==> src/i2c_diagnostic_select_regs.svh <==
// Register offsets, field positions, reset values and bus constants of the I2C diagnostic status block.
// Included by bare name from the design files; definitions only.
`ifndef I2C_DIAGNOSTIC_SELECT_REGS_SVH
`define I2C_DIAGNOSTIC_SELECT_REGS_SVH

`define DIAGNOSTIC_SELECT_STATUS_OFS     12'h000
`define IRQ_STATUS_OFS      12'h004
`define IRQ_MASK_OFS        12'h008
`define CONTROL_OFS         12'h00C
`define TARGET_ADDR_OFS     12'h010

`define DIAGNOSTIC_SELECT_STATUS_RST     8'h02

`define CTRL_MASTER_BIT     0
`define CTRL_START_BIT      1

`define EV_STOP_RESTART_BIT 0
`define EV_NACK_BIT         1
`define EV_ACK_VALID_BIT    2
`define EV_COUNT            3

`define TEN_BIT_PREFIX      5'h1E
`define ACK_SLOT_CNT        4'h8
`define BYTE_END_CNT        4'h9

`endif

==> src/i2c_diagnostic_select_pkg.sv <==
// Types shared by the I2C diagnostic status block.
// Constants live in i2c_diagnostic_select_regs.svh.
package i2c_diagnostic_select_pkg;

    typedef enum logic [1:0] {
        PH_IDLE,
        PH_ADDR1,
        PH_ADDR2,
        PH_DATA
    } phase_e;

    typedef struct packed {
        logic ack_valid_flag;
        logic ack_flag;
        logic address_phase_flag;
        logic data_phase_flag;
        logic ten_bit_address_flag;
        logic restart_indicator;
        logic driven_clock_level;
        logic busy_flag;
    } diagnostic_select_status_s;

    typedef struct packed {
        logic scl;
        logic sda;
        logic scl_rise;
        logic scl_fall;
        logic start_det;
        logic stop_det;
    } line_view_s;

endpackage

==> src/i2c_diagnostic_select_status.sv <==
// I2C diagnostic status register with bus tracking, APB slave and event interrupt.
// Assumes APB master on CLK_SYS; SCL/SDA pins are asynchronous.
//
// How it works
// - ACK flag holds last byte's acknowledge
// - Master start with 11110 prefix sets ten-bit
// - Ten-bit flag clears once address sent
// - Restart indicator: stop gives 0, restart 1
// - Clock bit shows driven level, not bus
// - Sampled bus levels go to port register
// - Busy high while a transaction runs
// - ACK-valid set after sent byte, cleared later
//
// Chosen here: the APB interface to the registers and the address map.
`timescale 1ns/10ps
`include "i2c_diagnostic_select_regs.svh"
module i2c_diagnostic_select_status (
    // Clock and reset
    input  wire logic         CLK_SYS,
    input  wire logic         SYS_RST,
    // APB slave
    input  wire logic         PSEL,
    input  wire logic         PENABLE,
    input  wire logic         PWRITE,
    input  wire logic [11:0]  PADDR,
    input  wire logic [31:0]  PWDATA,
    output logic      [31:0]  PRDATA,
    output logic              PREADY,
    output logic              PSLVERR,
    // Bus pins and controller drive
    input  wire logic         SCL_PIN,
    input  wire logic         SDA_PIN,
    input  wire logic         SCL_DRIVE_LEVEL,
    // Sampled levels towards the port input register
    output logic              PORT_SCL_LEVEL,
    output logic              PORT_SDA_LEVEL,
    // Interrupt
    output logic              IRQ
);
    i2c_diagnostic_select_pkg::line_view_s   line;
    i2c_diagnostic_select_pkg::phase_e       phase_q;
    i2c_diagnostic_select_pkg::phase_e       phase_d;
    i2c_diagnostic_select_pkg::diagnostic_select_status_s diagnostic_select;

    logic [3:0]            bit_cnt_q;
    logic [3:0]            bit_cnt_d;
    logic [7:0]            shift_q;
    logic [7:0]            shift_d;
    logic                  ack_q;
    logic                  ack_d;
    logic                  ack_valid_q;
    logic                  ack_valid_d;
    logic                  ten_bit_q;
    logic                  ten_bit_d;
    logic                  restart_q;
    logic                  restart_d;
    logic                  busy_q;
    logic                  busy_d;
    logic                  rw_q;
    logic                  rw_d;
    logic                  drv_clk_q;
    logic                  port_scl_q;
    logic                  port_sda_q;
    logic                  master_q;
    logic                  master_d;
    logic [7:0]            target_q;
    logic [7:0]            target_d;
    logic [`EV_COUNT-1:0]  mask_q;
    logic [`EV_COUNT-1:0]  mask_d;
    logic [31:0]           prdata_q;
    logic [31:0]           prdata_d;
    logic [`EV_COUNT-1:0]  events;
    logic [`EV_COUNT-1:0]  irq_status;
    logic                  wr_en;
    logic                  start_req;
    logic                  transmitting;
    logic                  ack_slot;
    logic                  byte_end;
    logic                  stop_restart_event_flag_event;

    function automatic logic is_ten_bit(input logic [7:0] addr_byte);
        is_ten_bit = (addr_byte[7:3] == `TEN_BIT_PREFIX);
    endfunction

    function automatic logic ofs_mapped(input logic [11:0] addr);
        ofs_mapped = (addr == `DIAGNOSTIC_SELECT_STATUS_OFS) || (addr == `IRQ_STATUS_OFS) || (addr == `IRQ_MASK_OFS)
                  || (addr == `CONTROL_OFS) || (addr == `TARGET_ADDR_OFS);
    endfunction

    i2c_line_sync u_sync (
        .clk     (CLK_SYS),
        .rst     (SYS_RST),
        .scl_pin (SCL_PIN),
        .sda_pin (SDA_PIN),
        .view    (line)
    );

    // Address bytes always come from the master; data direction follows the R/W bit
    assign transmitting = (phase_q == i2c_diagnostic_select_pkg::PH_ADDR1 || phase_q == i2c_diagnostic_select_pkg::PH_ADDR2)
                        ? master_q : (master_q ^ rw_q);
    assign ack_slot     = busy_q && line.scl_rise && (bit_cnt_q == `ACK_SLOT_CNT);
    assign byte_end     = busy_q && line.scl_fall && (bit_cnt_q == `BYTE_END_CNT);
    assign stop_restart_event_flag_event   = line.stop_det || (line.start_det && busy_q);

    // APB register access, zero wait states
    assign wr_en     = PSEL && PENABLE && PWRITE;
    assign start_req = wr_en && (PADDR == `CONTROL_OFS) && PWDATA[`CTRL_START_BIT];

    always_comb begin
        master_d = master_q;
        target_d = target_q;
        mask_d   = mask_q;
        prdata_d = prdata_q;
        if (wr_en && PADDR == `CONTROL_OFS) begin
            master_d = PWDATA[`CTRL_MASTER_BIT];
        end
        if (wr_en && PADDR == `TARGET_ADDR_OFS) begin
            target_d = PWDATA[7:0];
        end
        if (wr_en && PADDR == `IRQ_MASK_OFS) begin
            mask_d = PWDATA[`EV_COUNT-1:0];
        end
        if (PSEL && !PENABLE && !PWRITE) begin
            unique case (PADDR)
                `DIAGNOSTIC_SELECT_STATUS_OFS: prdata_d = {24'h000000, diagnostic_select};
                `IRQ_STATUS_OFS:  prdata_d = {{(32-`EV_COUNT){1'b0}}, irq_status};
                `IRQ_MASK_OFS:    prdata_d = {{(32-`EV_COUNT){1'b0}}, mask_q};
                `CONTROL_OFS:     prdata_d = {31'h00000000, master_q};
                `TARGET_ADDR_OFS: prdata_d = {24'h000000, target_q};
                default:          prdata_d = 32'h00000000;
            endcase
        end
    end

    always_ff @(posedge CLK_SYS or posedge SYS_RST) begin
        if (SYS_RST) begin
            master_q <= 1'b0;
            target_q <= 8'h00;
            mask_q   <= '0;
            prdata_q <= 32'h00000000;
        end else begin
            master_q <= master_d;
            target_q <= target_d;
            mask_q   <= mask_d;
            prdata_q <= prdata_d;
        end
    end

    assign PRDATA  = prdata_q;
    assign PREADY  = 1'b1;
    assign PSLVERR = PSEL && PENABLE && !ofs_mapped(PADDR);

    // Bus tracking from synchronised SCL/SDA
    always_comb begin
        phase_d     = phase_q;
        bit_cnt_d   = bit_cnt_q;
        shift_d     = shift_q;
        ack_d       = ack_q;
        ack_valid_d = ack_valid_q;
        ten_bit_d   = ten_bit_q;
        restart_d   = restart_q;
        busy_d      = busy_q;
        rw_d        = rw_q;
        if (line.start_det) begin
            busy_d      = 1'b1;
            phase_d     = i2c_diagnostic_select_pkg::PH_ADDR1;
            bit_cnt_d   = 4'h0;
            ack_valid_d = 1'b0;
            if (busy_q) begin
                restart_d = 1'b1;
            end
        end else if (line.stop_det) begin
            busy_d      = 1'b0;
            phase_d     = i2c_diagnostic_select_pkg::PH_IDLE;
            bit_cnt_d   = 4'h0;
            ack_valid_d = 1'b0;
            ten_bit_d   = 1'b0;
            restart_d   = 1'b0;
        end else if (busy_q && line.scl_rise) begin
            if (bit_cnt_q < `ACK_SLOT_CNT) begin
                shift_d   = {shift_q[6:0], line.sda};
                bit_cnt_d = bit_cnt_q + 4'h1;
                if (bit_cnt_q == 4'h0) begin
                    ack_valid_d = 1'b0;
                end
            end else if (ack_slot) begin
                ack_d       = ~line.sda;
                bit_cnt_d   = `BYTE_END_CNT;
                ack_valid_d = transmitting;
            end
        end else if (byte_end) begin
            bit_cnt_d = 4'h0;
            unique case (phase_q)
                i2c_diagnostic_select_pkg::PH_ADDR1: begin
                    rw_d    = shift_q[0];
                    phase_d = is_ten_bit(shift_q) ? i2c_diagnostic_select_pkg::PH_ADDR2 : i2c_diagnostic_select_pkg::PH_DATA;
                end
                i2c_diagnostic_select_pkg::PH_ADDR2: phase_d = i2c_diagnostic_select_pkg::PH_DATA;
                i2c_diagnostic_select_pkg::PH_IDLE,
                i2c_diagnostic_select_pkg::PH_DATA:  phase_d = phase_q;
            endcase
            if (phase_d == i2c_diagnostic_select_pkg::PH_DATA) begin
                ten_bit_d = 1'b0;
            end
        end
        if (start_req && master_d && is_ten_bit(target_q)) begin
            ten_bit_d = 1'b1;
        end
    end

    always_ff @(posedge CLK_SYS or posedge SYS_RST) begin
        if (SYS_RST) begin
            phase_q     <= i2c_diagnostic_select_pkg::PH_IDLE;
            bit_cnt_q   <= 4'h0;
            shift_q     <= 8'h00;
            ack_q       <= 1'b0;
            ack_valid_q <= 1'b0;
            ten_bit_q   <= 1'b0;
            restart_q   <= 1'b0;
            busy_q      <= 1'b0;
            rw_q        <= 1'b0;
        end else begin
            phase_q     <= phase_d;
            bit_cnt_q   <= bit_cnt_d;
            shift_q     <= shift_d;
            ack_q       <= ack_d;
            ack_valid_q <= ack_valid_d;
            ten_bit_q   <= ten_bit_d;
            restart_q   <= restart_d;
            busy_q      <= busy_d;
            rw_q        <= rw_d;
        end
    end

    always_ff @(posedge CLK_SYS or posedge SYS_RST) begin
        if (SYS_RST) begin
            drv_clk_q  <= 1'(`DIAGNOSTIC_SELECT_STATUS_RST >> 1);
            port_scl_q <= 1'b1;
            port_sda_q <= 1'b1;
        end else begin
            drv_clk_q  <= SCL_DRIVE_LEVEL;
            port_scl_q <= line.scl;
            port_sda_q <= line.sda;
        end
    end

    assign PORT_SCL_LEVEL = port_scl_q;
    assign PORT_SDA_LEVEL = port_sda_q;

    always_comb begin
        diagnostic_select.ack_valid_flag       = ack_valid_q;
        diagnostic_select.ack_flag             = ack_q;
        diagnostic_select.address_phase_flag   = busy_q && (phase_q == i2c_diagnostic_select_pkg::PH_ADDR1 || phase_q == i2c_diagnostic_select_pkg::PH_ADDR2);
        diagnostic_select.data_phase_flag      = busy_q && (phase_q == i2c_diagnostic_select_pkg::PH_DATA);
        diagnostic_select.ten_bit_address_flag = ten_bit_q;
        diagnostic_select.restart_indicator    = restart_q;
        diagnostic_select.driven_clock_level   = drv_clk_q;
        diagnostic_select.busy_flag            = busy_q;
    end

    always_comb begin
        events                        = '0;
        events[`EV_STOP_RESTART_BIT]  = stop_restart_event_flag_event;
        events[`EV_NACK_BIT]          = ack_slot && line.sda;
        events[`EV_ACK_VALID_BIT]     = ack_valid_d && !ack_valid_q;
    end

    i2c_event_irq u_irq (
        .clk      (CLK_SYS),
        .rst      (SYS_RST),
        .events   (events),
        .clr_wr   (wr_en && PADDR == `IRQ_STATUS_OFS),
        .clr_data (PWDATA[`EV_COUNT-1:0]),
        .mask     (mask_q),
        .status   (irq_status),
        .irq      (IRQ)
    );
endmodule

==> src/i2c_event_irq.sv <==
// Sticky event flags, write-one-to-clear, with a mask onto one level interrupt.
// Assumes clr_wr is a single-cycle write strobe from the register slave.
`timescale 1ns/10ps
`include "i2c_diagnostic_select_regs.svh"
module i2c_event_irq (
    // Clock and reset
    input  wire logic                     clk,
    input  wire logic                     rst,
    // Events and software access
    input  wire logic [`EV_COUNT-1:0]     events,
    input  wire logic                     clr_wr,
    input  wire logic [`EV_COUNT-1:0]     clr_data,
    input  wire logic [`EV_COUNT-1:0]     mask,
    // Results
    output logic      [`EV_COUNT-1:0]     status,
    output logic                          irq
);
    logic [`EV_COUNT-1:0] status_q;
    logic [`EV_COUNT-1:0] status_d;

    // New event beats a clear in the same cycle
    always_comb begin
        status_d = (clr_wr ? (status_q & ~clr_data) : status_q) | events;
    end

    always_ff @(posedge clk or posedge rst) begin
        if (rst) begin
            status_q <= '0;
        end else begin
            status_q <= status_d;
        end
    end

    assign status = status_q;
    assign irq    = |(status_q & mask);
endmodule

==> src/i2c_line_sync.sv <==
// Synchronises the SCL and SDA pins to the system clock and finds edges, start and stop.
// Assumes pins are asynchronous to clk; two flops precede all logic.
`timescale 1ns/10ps
module i2c_line_sync (
    // Clock and reset
    input  wire logic                     clk,
    input  wire logic                     rst,
    // Bus pins
    input  wire logic                     scl_pin,
    input  wire logic                     sda_pin,
    // Synchronised view
    output i2c_diagnostic_select_pkg::line_view_s      view
);
    logic [2:0] scl_q;
    logic [2:0] sda_q;
    logic [2:0] scl_d;
    logic [2:0] sda_d;

    always_comb begin
        scl_d = {scl_q[1:0], scl_pin};
        sda_d = {sda_q[1:0], sda_pin};
    end

    // Idle bus is high, so reset to one to avoid a false edge
    always_ff @(posedge clk or posedge rst) begin
        if (rst) begin
            scl_q <= 3'h7;
            sda_q <= 3'h7;
        end else begin
            scl_q <= scl_d;
            sda_q <= sda_d;
        end
    end

    always_comb begin
        view.scl       = scl_q[1];
        view.sda       = sda_q[1];
        view.scl_rise  = scl_q[1] & ~scl_q[2];
        view.scl_fall  = ~scl_q[1] & scl_q[2];
        view.start_det = scl_q[1] & scl_q[2] & sda_q[2] & ~sda_q[1];
        view.stop_det  = scl_q[1] & scl_q[2] & ~sda_q[2] & sda_q[1];
    end
endmodule

==> config.mk <==
export PLATFORM = sky130hd
export DESIGN_NAME = i2c_diagnostic_select_status
export DESIGN_NICKNAME = d
export VERILOG_FILES = /design/src/i2c_diagnostic_select_pkg.sv /design/src/i2c_diagnostic_select_status.sv /design/src/i2c_event_irq.sv /design/src/i2c_line_sync.sv
export VERILOG_INCLUDE_DIRS = /design/src
export SDC_FILE = /design/constraint.sdc
export NUM_CORES = 1
export LEC_CHECK = 0
export BUFFER_PORTS_ARGS = -buffer_cell sky130_fd_sc_hd__buf_2
export CORE_MARGIN = 3
export CORE_UTILIZATION = 52
export CTS_CLUSTER_SIZE = 25
export DETAILED_ROUTE_END_ITERATION = 10
export PLACE_DENSITY = 0.82
export SLEW_MARGIN = 40
export SYNTH_ARGS = -nofsm -noshare
export SYNTH_HDL_FRONTEND = slang
export SYNTH_SLANG_ARGS = --single-unit
export TNS_END_PERCENT = 100
==> constraint.sdc <==
create_clock -name CLK_SYS -period 2.7 [get_ports CLK_SYS]
set_input_delay 0.405 -clock CLK_SYS [delete_from_list [all_inputs] [get_ports CLK_SYS]]
set_output_delay 0.405 -clock CLK_SYS [all_outputs]
set_load 0.02 [all_outputs]
# Yosys cells after proc, flatten, opt, wreduce, memory -nomap -nowiden
# Index checks and enable logic that the tools add are counted.
[word_totals] reg_bits=76 in_bits=52 elab_cells=142
[op_classes] addsub=1 order_cmp=1 eq_ne=17 n_mux=36 n_bitwise=20 reduce_logical=48
[op_table] operator="case mux 8 bit (5 select lines)" n=1
[op_table] operator="equality test 12 x 4 -> 1 bit (second input constant)" n=2
[op_table] operator="2-to-1 mux 4 bit" n=6
[op_table] operator="logical AND 1 bit" n=21
[op_table] operator="2-to-1 mux 1 bit" n=19
[op_table] operator="2-to-1 mux 2 bit" n=8
[op_table] operator="equality test 12 x 3 -> 1 bit (second input constant)" n=1
[op_table] operator="equality test 12 x 5 -> 1 bit (second input constant)" n=1
[op_table] operator="logical NOT 12 bit" n=1
[op_table] operator="equality test 5 bit (second input constant)" n=2
[op_table] operator="AND reduction 5 bit" n=2
[op_table] operator="nonzero test 3 bit" n=3
[op_table] operator="equality test 4 bit (second input constant)" n=2
[op_table] operator="inverter 1 bit" n=8
[op_table] operator="AND reduction 4 bit" n=2
[op_table] operator="AND 1 bit" n=7
[op_table] operator="AND 3 bit" n=2
[op_table] operator="equality test 2 bit (second input constant)" n=3
[op_table] operator="logical OR 1 bit" n=6
[op_table] operator="case mux 2 bit (3 select lines)" n=1
[op_table] operator="AND reduction 2 bit" n=3
[op_table] operator="!= test 5 x 4 -> 1 bit (second input constant)" n=1
[op_table] operator="adder 4 x 1 -> 4 bit (second input constant)" n=1
[op_table] operator="logical NOT 1 bit" n=4
[op_table] operator="other kinds (15)" n=16

# Logic depth before layout (Yosys ltp)
[depth] ltp_word=15 depth_mapped=6 ltp_nobuf=6

# Cells and area by module
# A second synthesis with hierarchy kept.
[hier_totals] cells_unflattened=252 hier_area_um2=2753.9
[modules_own_cells] module="i2c_diagnostic_select_status" instances=1 cells_each=227 area_per_inst_um2=2418.6
[modules_own_cells] module="i2c_line_sync" instances=1 cells_each=13 area_per_inst_um2=209.0
[modules_own_cells] module="i2c_event_irq" instances=1 cells_each=12 area_per_inst_um2=126.4

# Worst setup path after synthesis
# OpenSTA, ideal clock, no wires.
[synth_timing] kind="in2reg" start="input PADDR[8]" end="register target_q[0]" setup_time_ns=0.125 t_arrival_ns=1.795 slack_ns=0.780 cell_stages=5 path_cell_list="or4_4 -> nor2_2 -> and4bb_1 -> buf_6 -> mux2_4"
[synth_between] elab_chain_cells=2
[synth_rtl] item="start: declaration" line="i2c_diagnostic_select_status.sv:25" text="input wire logic [11:0] PADDR,"
[synth_rtl] item="equality test 12 x 5 -> 1 bit"
[synth_rtl] item="logical AND 1 bit (no source line)"
[synth_rtl] item="end signal: assignment" line="i2c_diagnostic_select_status.sv:143" text="target_q <= target_d;"
[synth_rtl] item="end: declaration" line="i2c_diagnostic_select_status.sv:66" text="logic [7:0] target_q;"
# Every way passes these cells.
# A chain may end at the register's enable or synchronous reset.

# Final worst setup path
[layout_timing] start="input PADDR[8]" end="output PSLVERR"
[layout_between] elab_chain_cells=7 word_cells_on_any_way=11 cone_classes="4 x eq/ne; 7 x reduce/logical"
[layout_rtl] item="equality test 12 x 3 -> 1 bit / logical NOT 12 bit (equally long branches)"
[layout_rtl] item="logical OR 1 bit (3 in a row)" line="i2c_diagnostic_select_status.sv:86" text="ofs_mapped = (addr == `DIAGNOSTIC_SELECT_STATUS_OFS) || (addr == `IRQ_STATUS_OFS) || (addr == `IRQ_MASK_OFS)"
[layout_rtl] item="logical OR 1 bit (*)" line="i2c_diagnostic_select_status.sv:86"
[layout_rtl] item="logical NOT 1 bit (*)" line="i2c_diagnostic_select_status.sv:151" text="assign PSLVERR = PSEL && PENABLE && !ofs_mapped(PADDR);"
[layout_rtl] item="logical AND 1 bit (*)" line="i2c_diagnostic_select_status.sv:151"
[layout_rtl] item="end: declaration" line="i2c_diagnostic_select_status.sv:29" text="output logic PSLVERR,"
# Every way passes the cells marked *; elsewhere a longest branch is shown, timed or not.

==> impl_metrics.json <==
{
  "outcome": "completed",
  "synth_top_area_cell": "dfrtp_1",
  "yosysWarnings": 0,
  "p_per_area_nw_per_um2": 487,
  "antenna_left": 0,
  "worstPathArrival_ns": 1.55,
  "cts_tree": "done",
  "wl_per_cell_um": 14.4,
  "numCtsBuffers": 5,
  "portBuffers": 39,
  "syn_avg_cell_area_um2": 10.9,
  "num_rows": 25,
  "drive_gt1_share_pct": 30.5,
  "clock_insertion_delay_worst_skew_ns": 0.31,
  "synth-async-reset-ratio_pct": 100,
  "vdd_drop_max_v": 0.000331,
  "route.vias.total": 1869,
  "cp-startpoint": "PADDR[8]",
  "n_antenna_cell": 0,
  "layout_setup_ws_ns": 0.749,
  "preCtsSetupSlack_ns": 0.458,
  "critPathKind": "input pin to output port",
  "fmax_mhz": 513,
  "ys_ff_latch": 50,
  "track_usage_pct": 17.4,
  "fin_crit_ns": 1.95,
  "via_per_inst": 5.31,
  "synthTopCellsByArea": "dfrtp_1, buf_4, dfstp_2",
  "finalHoldViolations": 0,
  "rsz0062_at_grt": "false",
  "die_area_um2": 6050,
  "syn_to_final_growth_pct": 10.1,
  "dp_hpwl_um": 3860,
  "cts_htree_levels": 2,
  "antenna_found_initial": 0,
  "worstReg2RegStart": "phase_q[0]$_DFFE_PP0P_",
  "cts_setup_buffers": 0,
  "wirelength_um": 5060,
  "cts_sinks": 50,
  "drtPass1Iterations": 4,
  "synthesis.instances": 245,
  "setup_viol": 0,
  "finalCritPeriodShare_pct": 72.3,
  "required_ns": 2.30,
  "netlist.area_leader.share_pct": 40.1,
  "nets": 344,
  "finalSetupTns_ns": 0,
  "synth_flop_cell": "dfrtp_1",
  "synth.distinct_cells": 52,
  "die_x_um": 77.8,
  "hold_ws_ns": 0.0265,
  "start_util_pct": 55.3,
  "ctsRootBufferMaster": "clkbuf_8",
  "fin_area_um2": 2950,
  "ios": 89,
  "synth_most_common_cell": "dfrtp_1",
  "syn_area_um2": 2680,
  "maxCapViolCount": 0,
  "grt_max_degree": 25,
  "cp-end-kind": "output port",
  "die_height_um": 77.8,
  "ctsLongestPathBuffers": 2,
  "path_clk_slew_ns": 0.08,
  "cts_resized": 0,
  "p_leak_nw": 1.44,
  "skew_ns": 0.00572,
  "hold_buffers": 0,
  "drt_iter0_markers": 73,
  "grt_pass1_vias": 1805,
  "core_area_um2": 4850,
  "gp_congestion": 0.822,
  "dpl-instance-area_um2": 2860,
  "grt_pass1_wl_um": 8270,
  "start_kind": "input pin",
  "cp_max_fo": 5,
  "ys_seq_area_share_pct": 47.0,
  "synth_edf_count": 0,
  "drv_slew": 0,
  "hp-class": "input pin to async pin",
  "grt-ovfl-total": 0,
  "yosys-top-cells-count": "dfrtp_1, buf_4, nand2_1, o21ai_0, mux2_2",
  "route.detailed.drc": 0
}
report_power, final:
group          total, W  switching, W  internal (W)  leakage (nW)
logic          0.000171      0.000108     0.0000625         0.741
registers      0.000813     0.0000284      0.000784         0.656
clock network  0.000452      0.000246      0.000206        0.0472
total           0.00144      0.000382       0.00105          1.44
flip-flops by register name, indices dropped and copies added, names as in the netlist, 2 cells and up:
| name | cells |
|---|---|
| PRDATA | 8 |
| bit_cnt_q | 4 |
| mask_q | 3 |
| phase_q | 2 |
| shift_q | 8 |
| target_q | 8 |
| u_irq.status | 3 |
| u_sync.scl_q | 2 |
| u_sync.sda_q | 2 |
cells by family (layout without fill, tap and decap cells):
| group | count (synthesis) | count (layout) | synth area share (%) |
|---|---|---|---|
| DFF | 50 | 50 | 47.0 |
| and+or+nand+nor | 67 | 67 | 15.0 |
| buffers and inverters | 42 | 59 | 9.80 |
| muxes | 27 | 27 | 12.3 |
| AOI/OAI and AO/OA | 47 | 47 | 11.2 |
| xor gates and xnor gates | 2 | 2 | 0.654 |
| adders and majority gates | 8 | 8 | 3.73 |
| other | 2 | 25 | 0.280 |
layout by cell type, fill, tap and decap left out, drive strengths merged, types with 3 or more instances in the layout:
cell type,count
inv,8
nand2b,3
dfstp,7
a21o,3
nor2b,4
nand2,15
nand4,3
nor2,12
conb,25
clkbuf,6
nand3b,3
a22oi,4
o21ai,16
nand3,10
a21oi,9
ha,8
buf,43
mux2i,6
dfrtp,43
mux2,21
final timing paths:
kind                            slack, ns                        end  cells after the start
worst max-delay path                 0.75                    PSLVERR                      5
worst min-delay path                 0.03   bit_cnt_q[3]$_DFFE_PP0P_                      2
worst max register to register       0.90  u_irq.status[2]$_DFF_PP0_                      6
worst min register to register       0.36  u_sync.sda_q[1]$_DFF_PP1_                      0
max in group asynchronous            2.02        drv_clk_q$_DFF_PP1_                      3
min in group CLK_SYS                 0.19  u_sync.sda_q[0]$_DFF_PP1_                      1
layout make-up:
class                      instances  area [um2]
fill                             382        1900
sequential                        50        1260
multi-input combinational        176        1240
timing repair buffer              43         238
tap                               67        83.8
clock buffer                       6        82.6
inverter                           8        30.0
clock inverter                     2        12.5
critical path, stage by stage:
cell	delay, ns
buf_2	0.10
or4_4	0.57
nor2_2	0.21
a31oi_1	0.10
buf_2	0.17
through the flow:
| step | total power, W | utilization [%] | instances |
|---|---|---|---|
| finish | 0.00144 | 60.9 | 352 |
| CTS | 0.00145 | 60.9 | 352 |
| global placement | 0.000990 | 58.9 | 344 |
| detailed placement | 0.000999 | 58.9 | 344 |
| global route | 0.00151 | 60.9 | 352 |
| floorplan | 0.000971 | - | 268 |
layer usage:
| metal | routed length [um] | GRT usage, % | part of all wire [%] |
|---|---|---|---|
| met1 | 2090 | 21.7 | 41 |
| met2 | 2550 | 28.6 | 51 |
| met3 | 313 | 3.36 | 6.2 |
| met4 | 95 | 9.25 | 1.9 |
| met5 | 0 | 0 | 0 |
No activity file was read; power rests on OpenSTA's default activity.
